==> config.mk <==
export PLATFORM = sky130hd
export DESIGN_NAME = hsc_device_flat
export DESIGN_NICKNAME = d
export VERILOG_FILES = /design/src/rtl/hsc_pkg.sv /design/src/rtl/hsc_link_if.sv /design/src/rtl/hsc_device.sv /design/src/flat_wrapper.sv
export SDC_FILE = /design/constraint.sdc
export NUM_CORES = 1
export LEC_CHECK = 0
export BUFFER_PORTS_ARGS = -buffer_cell sky130_fd_sc_hd__buf_2
export CAP_MARGIN = 15
export CORE_UTILIZATION = 59
export CTS_CLUSTER_DIAMETER = 30
export DETAILED_ROUTE_END_ITERATION = 8
export GPL_TIMING_DRIVEN = 1
export HOLD_SLACK_MARGIN = 0.1
export PLACE_DENSITY = 0.78
export SYNTH_ARGS = -nofsm -noshare
export SYNTH_HDL_FRONTEND = slang
export SYNTH_SLANG_ARGS = --single-unit
==> constraint.sdc <==
create_clock -name clk -period 2.9 [get_ports clk]
set_input_delay 0.145 -clock clk [delete_from_list [all_inputs] [get_ports clk]]
set_output_delay 0.145 -clock clk [all_outputs]
set_load 0.1 [all_outputs]
==> src/rtl/hsc_pkg.sv <==
// constants and state types shared by both ends of the hardware standby link
package hsc_pkg;

    // ==========================================================
    // clock and timing
    localparam int CLK_MHZ            = 40;
    localparam int CLK_HZ             = CLK_MHZ * 1_000_000;
    localparam int LS_CLK_HZ          = 32_768;
    localparam int LS_HALF_CYCLES     = CLK_HZ / (2 * LS_CLK_HZ);
    localparam int OSC_SETTLE_US      = 100;
    localparam int OSC_SETTLE_CYCLES  = OSC_SETTLE_US * CLK_MHZ;
    localparam int WDT_EXIT_CYCLES    = 256;
    localparam int RST_LEAD_CYCLES    = 4;
    localparam int TIMER_CLOCK_OUTPUT_HALF_CYCLES   = 4;
    localparam int CNT_W              = 16;

    // ==========================================================
    // pin levels and sampler layout
    localparam logic PIN_LO           = 1'h0;
    localparam logic PIN_HI           = 1'h1;
    localparam int   SYNC_CA          = 0;
    localparam int   SYNC_RST         = 1;
    localparam int   SYNC_LS          = 2;
    localparam int   SYNC_W           = 3;
    localparam logic [SYNC_W-1:0] SYNC_RESET = 3'h3;

    // ==========================================================
    // device power states
    typedef enum logic [2:0] {
        HSC_RUN      = 3'b000,
        HSC_SLEEP    = 3'b001,
        HSC_SWSTBY   = 3'b010,
        HSC_SWEXIT   = 3'b011,
        HSC_HWSTBY   = 3'b100,
        HSC_OSC      = 3'b101,
        HSC_PORPROC  = 3'b110
    } hsc_dev_state_t;

    // controller sequence states
    typedef enum logic [2:0] {
        HSC_C_IDLE   = 3'b000,
        HSC_C_HOLD   = 3'b001,
        HSC_C_RSTLO  = 3'b010,
        HSC_C_SETTLE = 3'b011,
        HSC_C_DONE   = 3'b100
    } hsc_ctl_state_t;

endpackage

==> src/rtl/hsc_link_if.sv <==
// pin-level link between the power controller and the standby logic
`timescale 1ns/1ps
interface hsc_link_if;
    logic standby_request_pin;
    logic power_on_reset_pin_n;
    logic low_speed_crystal_clock;

    modport dev (
        input standby_request_pin,
        input power_on_reset_pin_n,
        input low_speed_crystal_clock
    );

    modport ctl (
        output standby_request_pin,
        output power_on_reset_pin_n,
        output low_speed_crystal_clock
    );
endinterface

==> src/rtl/hsc_device.sv <==
// device end: hardware standby entry, deferral and power-on wake sequence
//
// Operation
// - request needs two consecutive low samples
// - from software standby go straight to standby
// - ignore interrupts and manual reset in standby
// - timer clock output low, timer stopped
// - finish watchdog exit, resume, then standby
// - leave sleep, resume, then enter standby
// - controller holds request pin low throughout
// - only power-on reset leaves standby
// - request rising under reset starts oscillation
// - controller holds reset until oscillation settles
// - reset release starts power-on reset processing
// - no interrupts or manual reset during standby
// - recognised request starts standby transition
// - only real-time-clock modules keep running
`timescale 1ns/1ps
module hsc_device
    import hsc_pkg::*;
#(
    parameter int WDT_CYCLES = hsc_pkg::WDT_EXIT_CYCLES
) (
    input  wire logic                  clk,
    input  wire logic                  reset,
    hsc_link_if.dev                    link,
    input  wire logic                  enter_sleep,
    input  wire logic                  enter_sw_standby,
    input  wire logic                  irq_req,
    input  wire logic                  manual_reset_req,
    output      logic                  internal_clock_run,
    output      logic                  cpu_run,
    output      logic                  timer_unit_run,
    output      logic                  rtc_run,
    output      logic                  timer_clock_output,
    output      logic                  hw_standby,
    output      logic                  osc_on,
    output      logic                  por_start,
    output      hsc_pkg::hsc_dev_state_t mode
);
    import hsc_pkg::*;

    // ==========================================================
    // pin synchronisers
    logic [SYNC_W-1:0]  sync1_ff;
    logic [SYNC_W-1:0]  sync2_ff;
    logic [SYNC_W-1:0]  pins;

    assign pins = {link.low_speed_crystal_clock, link.power_on_reset_pin_n,
                   link.standby_request_pin};

    always_ff @(posedge clk or posedge reset) begin
        if (reset) begin
            sync1_ff <= SYNC_RESET;
            sync2_ff <= SYNC_RESET;
        end else begin
            sync1_ff <= pins;
            sync2_ff <= sync1_ff;
        end
    end

    logic ca_s;
    logic rst_n_s;
    logic ls_s;

    assign ca_s    = sync2_ff[SYNC_CA];
    assign rst_n_s = sync2_ff[SYNC_RST];
    assign ls_s    = sync2_ff[SYNC_LS];

    // ==========================================================
    // request sampler on the low-speed clock
    logic        ls_prev_ff;
    logic        nxt_ls_prev;
    logic        ca_last_ff;
    logic        nxt_ca_last;
    logic        pend_ff;
    logic        nxt_pend;
    logic        ls_rise;
    logic        req_seen;
    logic        pend_clear;

    always_comb begin
        ls_rise     = ls_s & ~ls_prev_ff;
        nxt_ls_prev = ls_s;
        nxt_ca_last = ca_last_ff;
        req_seen    = 1'h0;
        if (ls_rise) begin
            nxt_ca_last = ca_s;
            // the previous sample and this one both low
            req_seen    = (ca_last_ff == PIN_LO) && (ca_s == PIN_LO);
        end
        // set wins over clear so a late sample is never lost
        nxt_pend = pend_ff;
        if (pend_clear) begin
            nxt_pend = 1'h0;
        end
        if (req_seen) begin
            nxt_pend = 1'h1;
        end
    end

    always_ff @(posedge clk or posedge reset) begin
        if (reset) begin
            ls_prev_ff <= 1'h1;
            ca_last_ff <= PIN_HI;
            pend_ff    <= 1'h0;
        end else begin
            ls_prev_ff <= nxt_ls_prev;
            ca_last_ff <= nxt_ca_last;
            pend_ff    <= nxt_pend;
        end
    end

    // ==========================================================
    // power state machine
    hsc_dev_state_t     state_ff;
    hsc_dev_state_t     nxt_state;
    logic [CNT_W-1:0]   wdt_ff;
    logic [CNT_W-1:0]   nxt_wdt;
    logic               pend_now;

    assign pend_now = pend_ff | req_seen;

    always_comb begin
        nxt_state  = state_ff;
        nxt_wdt    = wdt_ff;
        pend_clear = 1'h0;
        case (state_ff)
            HSC_RUN: begin
                if (rst_n_s == PIN_LO) begin
                    nxt_state = HSC_OSC;
                end else if (pend_now) begin
                    nxt_state = HSC_HWSTBY;
                end else if (enter_sw_standby) begin
                    nxt_state = HSC_SWSTBY;
                end else if (enter_sleep) begin
                    nxt_state = HSC_SLEEP;
                end
            end
            HSC_SLEEP: begin
                if (rst_n_s == PIN_LO) begin
                    nxt_state = HSC_OSC;
                end else if (pend_now || irq_req || manual_reset_req) begin
                    // resume first; standby is taken from run
                    nxt_state = HSC_RUN;
                end
            end
            HSC_SWSTBY: begin
                if (rst_n_s == PIN_LO) begin
                    nxt_state = HSC_OSC;
                end else if (pend_now) begin
                    nxt_state = HSC_HWSTBY;
                end else if (manual_reset_req) begin
                    nxt_state = HSC_RUN;
                end else if (irq_req) begin
                    nxt_state = HSC_SWEXIT;
                    nxt_wdt   = CNT_W'(WDT_CYCLES - 1);
                end
            end
            HSC_SWEXIT: begin
                // the exit completes unless reset goes low; a request only waits
                if (rst_n_s == PIN_LO) begin
                    nxt_state = HSC_OSC;
                end else if (wdt_ff == '0) begin
                    nxt_state = HSC_RUN;
                end else begin
                    nxt_wdt = wdt_ff - CNT_W'(1);
                end
            end
            HSC_HWSTBY: begin
                pend_clear = 1'h1;
                // interrupts and manual reset are not looked at here
                if ((rst_n_s == PIN_LO) && (ca_s == PIN_HI)) begin
                    nxt_state = HSC_OSC;
                end
            end
            HSC_OSC: begin
                pend_clear = 1'h1;
                if (rst_n_s == PIN_HI) begin
                    nxt_state = HSC_PORPROC;
                end
            end
            HSC_PORPROC: begin
                pend_clear = 1'h1;
                nxt_state  = HSC_RUN;
            end
            default: begin
                nxt_state = HSC_RUN;
            end
        endcase
    end

    always_ff @(posedge clk or posedge reset) begin
        if (reset) begin
            state_ff <= HSC_PORPROC;
            wdt_ff   <= '0;
        end else begin
            state_ff <= nxt_state;
            wdt_ff   <= nxt_wdt;
        end
    end

    // ==========================================================
    // registered outputs, decoded from the next state
    logic               clk_run_ff;
    logic               nxt_clk_run;
    logic               cpu_run_ff;
    logic               nxt_cpu_run;
    logic               tmu_run_ff;
    logic               nxt_tmu_run;
    logic               timer_clock_output_ff;
    logic               nxt_timer_clock_output;
    logic [CNT_W-1:0]   tdiv_ff;
    logic [CNT_W-1:0]   nxt_tdiv;
    logic               hw_ff;
    logic               nxt_hw;
    logic               osc_ff;
    logic               nxt_osc;
    logic               por_ff;
    logic               nxt_por;

    always_comb begin
        nxt_clk_run = (nxt_state == HSC_RUN) || (nxt_state == HSC_SLEEP)
                      || (nxt_state == HSC_PORPROC);
        nxt_cpu_run = (nxt_state == HSC_RUN);
        nxt_hw      = (nxt_state == HSC_HWSTBY);
        nxt_tmu_run = !nxt_hw && (nxt_state != HSC_OSC);
        nxt_osc     = (nxt_state != HSC_HWSTBY) && (nxt_state != HSC_SWSTBY);
        nxt_por     = (nxt_state == HSC_PORPROC) && (state_ff == HSC_OSC);
        nxt_tdiv    = tdiv_ff;
        nxt_timer_clock_output    = timer_clock_output_ff;
        if (!nxt_tmu_run) begin
            nxt_tdiv = '0;
            nxt_timer_clock_output = 1'h0;
        end else if (tdiv_ff == CNT_W'(TIMER_CLOCK_OUTPUT_HALF_CYCLES - 1)) begin
            nxt_tdiv = '0;
            nxt_timer_clock_output = ~timer_clock_output_ff;
        end else begin
            nxt_tdiv = tdiv_ff + CNT_W'(1);
        end
    end

    always_ff @(posedge clk or posedge reset) begin
        if (reset) begin
            clk_run_ff <= 1'h0;
            cpu_run_ff <= 1'h0;
            tmu_run_ff <= 1'h0;
            timer_clock_output_ff    <= 1'h0;
            tdiv_ff    <= '0;
            hw_ff      <= 1'h0;
            osc_ff     <= 1'h1;
            por_ff     <= 1'h0;
        end else begin
            clk_run_ff <= nxt_clk_run;
            cpu_run_ff <= nxt_cpu_run;
            tmu_run_ff <= nxt_tmu_run;
            timer_clock_output_ff    <= nxt_timer_clock_output;
            tdiv_ff    <= nxt_tdiv;
            hw_ff      <= nxt_hw;
            osc_ff     <= nxt_osc;
            por_ff     <= nxt_por;
        end
    end

    // the real-time-clock domain is never stopped by this block
    logic rtc_ff;

    always_ff @(posedge clk or posedge reset) begin
        if (reset) begin
            rtc_ff <= 1'h0;
        end else begin
            rtc_ff <= 1'h1;
        end
    end

    assign internal_clock_run = clk_run_ff;
    assign cpu_run            = cpu_run_ff;
    assign timer_unit_run     = tmu_run_ff;
    assign rtc_run            = rtc_ff;
    assign timer_clock_output = timer_clock_output_ff;
    assign hw_standby         = hw_ff;
    assign osc_on             = osc_ff;
    assign por_start          = por_ff;
    assign mode               = state_ff;

endmodule // hsc_device

==> src/flat_wrapper.sv <==
// flat-port wrapper written by rule: the top's interface ports become plain ports
module hsc_device_flat import hsc_pkg::*;
#(
    parameter int WDT_CYCLES = hsc_pkg::WDT_EXIT_CYCLES
)
  (clk, reset, enter_sleep, enter_sw_standby, irq_req, manual_reset_req, internal_clock_run, cpu_run, timer_unit_run, rtc_run, timer_clock_output, hw_standby, osc_on, por_start, mode, link_standby_request_pin, link_power_on_reset_pin_n, link_low_speed_crystal_clock);
  hsc_link_if link_i ();
  input  wire logic clk;
  input  wire logic reset;
  input  wire logic enter_sleep;
  input  wire logic enter_sw_standby;
  input  wire logic irq_req;
  input  wire logic manual_reset_req;
  output      logic internal_clock_run;
  output      logic cpu_run;
  output      logic timer_unit_run;
  output      logic rtc_run;
  output      logic timer_clock_output;
  output      logic hw_standby;
  output      logic osc_on;
  output      logic por_start;
  output      hsc_pkg::hsc_dev_state_t mode;
  input wire logic [$bits(link_i.standby_request_pin)-1:0] link_standby_request_pin;
  input wire logic [$bits(link_i.power_on_reset_pin_n)-1:0] link_power_on_reset_pin_n;
  input wire logic [$bits(link_i.low_speed_crystal_clock)-1:0] link_low_speed_crystal_clock;
  assign link_i.standby_request_pin = link_standby_request_pin;
  assign link_i.power_on_reset_pin_n = link_power_on_reset_pin_n;
  assign link_i.low_speed_crystal_clock = link_low_speed_crystal_clock;
  hsc_device #(.WDT_CYCLES(WDT_CYCLES)) u_core (.clk(clk), .reset(reset), .link(link_i), .enter_sleep(enter_sleep), .enter_sw_standby(enter_sw_standby), .irq_req(irq_req), .manual_reset_req(manual_reset_req), .internal_clock_run(internal_clock_run), .cpu_run(cpu_run), .timer_unit_run(timer_unit_run), .rtc_run(rtc_run), .timer_clock_output(timer_clock_output), .hw_standby(hw_standby), .osc_on(osc_on), .por_start(por_start), .mode(mode));
endmodule
Word level (Yosys, flattened, before mapping)
Cells that the tools add are included.
- $add $sub $neg: 2
- multipliers: 0
- divide/modulo/power cells: 0
- $lt $le $gt $ge: 0
- equality and inequality tests: 20
- shifts and indexed selects: 0
- muxes and demuxes: 30
- bitwise gates (word level): 7
- reduce and logical (&&, ||, !) cells: 17
- operator list (operator ; number):
    2-to-1 mux 16 bit ; 8
    2-to-1 mux 3 bit ; 14
    one-hot mux 16 bit (2 select lines) ; 1
    one-hot mux 3 bit (6 select lines) ; 1
    adder 16 x 1 -> 16 bit, second input constant ; 1
    == test 16 x 2 -> 1 bit, second input constant ; 1
    logical NOT 16 bit ; 1
    subtractor 16 x 1 -> 16 bit, second input constant ; 1
    == test 3 bit, second input constant ; 5
    inequality test 2 bit, second input constant ; 5
    AND reduction 7 bit ; 1
    == test 3 x 1 -> 1 bit, second input constant ; 2
    == test 3 x 2 -> 1 bit, second input constant ; 2
    logical NOT 3 bit ; 2
    2-to-1 mux 1 bit ; 6
    inequality test 3 bit, second input constant ; 2
    logical AND 1 bit ; 5
    NOT 1 bit ; 5
    logical OR 1 bit ; 4
    inequality test 2 x 1 -> 1 bit, second input constant ; 2
    nonzero test 2 bit ; 2
    inequality test 3 x 2 -> 1 bit, second input constant ; 1
    OR reduction 3 bit ; 1
    bitwise AND 1 bit ; 1
    2 further kinds ; 2
- bits in registers: 52
- bits in latches: 0
- memory bits (writable): 0
- memory bits (read-only): 0
- input bits: 9
- output and inout port bits: 11
- logic and storage cells: 92
- memories kept: 0

Depth between registers and ports, before layout
- depth in word-level cells: 13
- gate-level depth with buffers: 10
- mapped depth without buffers: 8

Worst setup path after synthesis
No wires, ideal clock.
- path type: register -> register
- start point: register u_core.state_ff[0] (netlist: u_core.mode[0])
- end point: register u_core.wdt_ff[13]
- setup time: 78 ps
- arrival: 2470 ps
- required time: 2822 ps
- path slack: 352 ps
- cell stages (with the launch flop): 7
- buffers on the path: 1
- clock period less this slack: 2548 ps
- cell sequence: dfrtp_1 > buf_2 > nand4b_1 > nor4_1 > o211ai_1 > or2_2 > a21oi_1
- cells in the longest elaborated chain, start to end: 3
- elaborated cells between the ends (all ways): 11
- classes of those cells: eq/ne: 8; mux: 1; reduce/logical: 2
- ends and longest elaborated chain (element ; RTL line ; RTL):
    start: declaration ; hsc_device.sv:116 ; hsc_dev_state_t state_ff;
    start signal: assignment ; hsc_device.sv:198 ; state_ff <= nxt_state;
    == test 3 x 2 -> 1 bit ; hsc_device.sv:128 ; case (state_ff)
    inequality test 2 x 1 -> 1 bit (no line) (tied with other cells) ; - ;
    AND reduction 7 bit (no line) ; - ;
    end signal: assignment ; hsc_device.sv:199 ; wdt_ff <= nxt_wdt;
    end: declaration ; hsc_device.sv:118 ; logic [CNT_W-1:0] wdt_ff;
Parallel ways exist; a longest one is shown, timed or not.
A chain may end at the register's enable or synchronous reset.

Worst setup path in the final report
- start point: register u_core.wdt_ff[3]
- end point: register u_core.tdiv_ff[15]
- cells in the longest elaborated chain, start to end: 8
- elaborated cells between the ends (all ways): 9
- classes of those cells: eq/ne: 2; mux: 4; reduce/logical: 3
- ends and longest elaborated chain (element ; RTL line ; RTL):
    logical NOT 16 bit (*) ; hsc_device.sv:164 ; end else if (wdt_ff == '0) begin
    2-to-1 mux 3 bit (*) ; hsc_device.sv:164 ;
    2-to-1 mux 3 bit (*) ; hsc_device.sv:162 ; if (rst_n_s == PIN_LO) begin
    one-hot mux 3 bit (6 select lines) (*) ; hsc_device.sv:128 ;
    == test 3 bit ; hsc_device.sv:226 ; nxt_hw = (nxt_state == HSC_HWSTBY);
    logical NOT 1 bit ; hsc_device.sv:227 ; nxt_tmu_run = !nxt_hw && (nxt_state != HSC_OSC);
    logical AND 1 bit (*) ; hsc_device.sv:227 ;
    2-to-1 mux 16 bit (*) ; hsc_device.sv:232 ; if (!nxt_tmu_run) begin
    named net u_core.nxt_tdiv[15] ; hsc_device.sv:214 ; logic [CNT_W-1:0] nxt_tdiv;
    end signal: assignment ; hsc_device.sv:258 ; tdiv_ff <= nxt_tdiv;
    end: declaration ; hsc_device.sv:213 ; logic [CNT_W-1:0] tdiv_ff;
The timed path passes the listed nets; every way through them passes the cells marked *.

==> flow_metrics.tcl <==
set metrics [dict create \
    syn2layout_area_growth_pct 10.91 \
    fin_crit_sh 0.8198 \
    synth_cells 235 \
    timing.critical_path.max_delay_family "simple AND/OR/NAND/NOR gates" \
    setup-tns-final_ns 0 \
    cts_num_sinks 52 \
    gpl_wtd_cong 0.7983 \
    final_cell_mix "sky130_fd_sc_hd__dfrtp_1, sky130_fd_sc_hd__nor2_1, sky130_fd_sc_hd__buf_2" \
    worst_skew_pair.late_latency_ns 0.31 \
    grt_overflow_total 0 \
    floorplan.die_area_um2 4420 \
    critical_path.cell_chain "or4_4, or3_1, o21ai_4, and3_1, buf_4, nor2_1" \
    max-cap-violations 0 \
    finalSetupViolCount 0 \
    post_synth_instance_area_um2 2454 \
    core.rowCount 23 \
    timing_worst_setup_path_type "reg -> reg" \
    synth-seq-cells 52 \
    timing.critical_path.to_type "flop" \
    dpl.hpwl_um 2929 \
    leakage_uw 0.001077 \
    post-route-min-period_ns 2.377 \
    all_layer_global_routing_usage 0.2326 \
    design.final.nets 272 \
    fp.dieW_um 66.49 \
    library_cell_occupying_the_most_area_in_the_post_synthesis_netlist "sky130_fd_sc_hd__dfrtp_1" \
    worst_hold_path_type "in -> reg" \
    drt-initial-drc-count 130 \
    cts.path.max_buffers 2 \
    timing.critical_path.required_ns 3.10 \
    worstPathMaxFanout 18 \
    cell_type_of_the_slowest_stage_on_the_worst_timing_path "sky130_fd_sc_hd__or4_4" \
    cts_repair_resized_insts 0 \
    finalPower_uw 2242 \
    ys_types 52 \
    reg_to_reg_critical_path_endpoint "u_core.tdiv_ff[15]" \
    n_antenna_cell 0 \
    synth.avg_cell_area_um2 10.44 \
    cts.reportedPaths.clkPinSlew_ns 0.09 \
    firstDrtPassIters 5 \
    arrival_time_of_the_worst_setup_path_ns 2.58 \
    synth_top_cells_by_area "sky130_fd_sc_hd__dfrtp_1, sky130_fd_sc_hd__dfstp_2, sky130_fd_sc_hd__xor2_1" \
    filler_cell_count 308 \
    initial_core_util 0.6134 \
    synth-main-ff-cell "sky130_fd_sc_hd__dfrtp_1" \
    net_count_synth 246 \
    synth-async-reset-ratio 1.000 \
    cts_max_level 2 \
    wl_per_cell_um 14.66 \
    relSlewSlack 0.5571 \
    rsz0062_at_grt "no" \
    critical_path.n_buffers_inverters 1 \
    grt_antenna_before_repair 0 \
    top_level_ports 20 \
    synth_top_area_share 0.4386 \
    grt_pass1_wl_um 7617 \
    worst_slack_ns 0.5226 \
    pwr_density_cell_nw_per_um2 823.7 \
    drc 0 \
    layout_commonest_cell "sky130_fd_sc_hd__dfrtp_1" \
    layout-drive-gt1-share 0.1832 \
    die_height_um 66.49 \
    core_area_um2 4000 \
    largest_net_degree_at_the_start_of_global_routing 53 \
    endpoint "u_core.tdiv_ff[15]" \
    grt_pass1_vias 1696 \
    worstSetupStartpoint "u_core.wdt_ff[3]" \
    cts_tree "done" \
    detailedPlace.worstSlack_ns 0.5405 \
    ant_nets 0 \
    tightestPinTransition_ns 0.6643 \
    yosysSeqAreaShare 0.5349 \
    yosys_warnings 0 \
    num_vias 1823 \
    hp-start "irq_req" \
    drt_wl_total_um 4573 \
    cts-buffers-inserted 5 \
    cts.root.buffer_cell "sky130_fd_sc_hd__clkbuf_8" \
    reg2reg_slack_ns 0.52 \
    rr_worst_depth 6 \
    crit_path_max_incr_delay_ns 0.57 \
    maximum_clock_skew_at_final_layout_ns 0.01000 \
    placement.io_buffers 19 \
    cp_num_cells 6 \
    drv_slew 0 \
    start_kind "flop" \
    run_status "complete, no violations" \
    final-hold-violation-count 0 \
    crit-reg2reg-launch "u_core.wdt_ff[3]" \
    fmax_mhz 420.6 \
    synth_enable_flop_cells 0 \
    routed_via_density 5.843 \
    ir_worst_vdd_mv 0.7970 \
]
## layout make-up
type	instances	area (µm²)	area share
flip-flops and latches	52	1313	0.4823
clock buffers	5	68.82	0.02529
inverters	7	26.28	0.009655
repair buffers	26	170.2	0.06253
clock inverters	3	25.02	0.009195
multi-input cells	169	1056	0.3880
well taps	50	62.56	0.02299
## where the power goes
| part | total (µW) | switching (µW) | internal, µW | leakage [µW] |
|---|---|---|---|---|
| registers | 997 | 131 | 867 | 0.000619 |
| logic | 814 | 620 | 194 | 0.000412 |
| clock network | 430 | 254 | 176 | 0.0000452 |
## state kept, by name (all words and copies together), names as in the netlist, 3 cells and up
name / cells
u_core.tdiv_ff: 16
u_core.wdt_ff: 16
u_core.mode: 3
u_core.sync1_ff: 3
u_core.sync2_ff: 3
## metal layers
layer  up-vias  global-route usage  routed length [µm]
li1        885                   -                   -
met1       881              0.3086                2077
met2        50              0.3622                2189
met3         7             0.06164                 213
met4         0             0.09309                  91
met5         -                   0                   0
## kinds of logic after synthesis
kind of cell | count (synthesis) | share of synthesized area
AND/OR/NAND/NOR | 108 | 0.2325
flip-flops | 52 | 0.5349
AO/OA/AOI/OAI | 31 | 0.08823
XOR/XNOR | 25 | 0.08924
buffers and inverters | 14 | 0.03467
adder cells (fa/ha/maj) | 2 | 0.01020
multiplexers | 2 | 0.008669
other | 1 | 0.001528
## Yosys cell counts (2+ instances only)
library cell,n
sky130_fd_sc_hd__a211oi_1,2
sky130_fd_sc_hd__inv_1,6
sky130_fd_sc_hd__o21ai_0,7
sky130_fd_sc_hd__nor3b_1,2
sky130_fd_sc_hd__clkbuf_1,3
sky130_fd_sc_hd__a31oi_1,2
sky130_fd_sc_hd__nor2b_1,2
sky130_fd_sc_hd__nand4_1,5
sky130_fd_sc_hd__xor2_1,17
sky130_fd_sc_hd__dfrtp_1,43
sky130_fd_sc_hd__nor3_1,12
sky130_fd_sc_hd__ha_1,2
sky130_fd_sc_hd__nand2b_1,2
sky130_fd_sc_hd__dfstp_2,9
sky130_fd_sc_hd__or2_2,2
sky130_fd_sc_hd__xnor2_1,8
sky130_fd_sc_hd__and3_1,6
sky130_fd_sc_hd__a21oi_1,4
sky130_fd_sc_hd__nand2_1,12
sky130_fd_sc_hd__nor2_1,33
sky130_fd_sc_hd__and4_1,2
sky130_fd_sc_hd__nor4b_1,2
sky130_fd_sc_hd__buf_6,2
sky130_fd_sc_hd__or3_1,2
sky130_fd_sc_hd__nand3_1,10
sky130_fd_sc_hd__o211ai_1,5
sky130_fd_sc_hd__nor4_1,7
sky130_fd_sc_hd__nand4b_1,2
## per-stage QoR
step | hold WS (ns) | util | instances | instance area (µm²)
finish | 0.2175 | 0.6803 | 312 | 2721
global route | 0.2103 | 0.6803 | 312 | 2721
CTS | 0.1163 | 0.6728 | 310 | 2691
detailed placement | 0.2513 | 0.6419 | 299 | 2567
global placement | 0.2500 | 0.6419 | 299 | 2567
floorplan | 0.1495 | - | 235 | 2454
## worst min-delay path, cell delays in order
cell                      delay [ns]
sky130_fd_sc_hd__buf_2          0.12
sky130_fd_sc_hd__nand4_1        0.16
sky130_fd_sc_hd__nand2_1        0.07
## worst min path at each step
| stage | endpoint | slack, ns | cells past startpoint |
|---|---|---|---|
| after floorplan | u_core.sync1_ff[0] | 0.15 | 0 |
| after global placement | u_core.sync1_ff[1] | 0.25 | 1 |
| after detailed placement | u_core.sync1_ff[0] | 0.25 | 1 |
| after CTS | u_core.sync2_ff[2] | 0.12 | 2 |
| after global routing | u_core.wdt_ff[5] | 0.21 | 3 |
| final | u_core.wdt_ff[6] | 0.22 | 3 |
## timing repair
| item | CTS | global route |
|---|---|---|
| setup buffers | 0 | 0 |
| hold buffers | 3 | 1 |
| endpoints found under the hold margin | 3 | 14 |
Note: power is estimated with default switching activity, not from simulation.
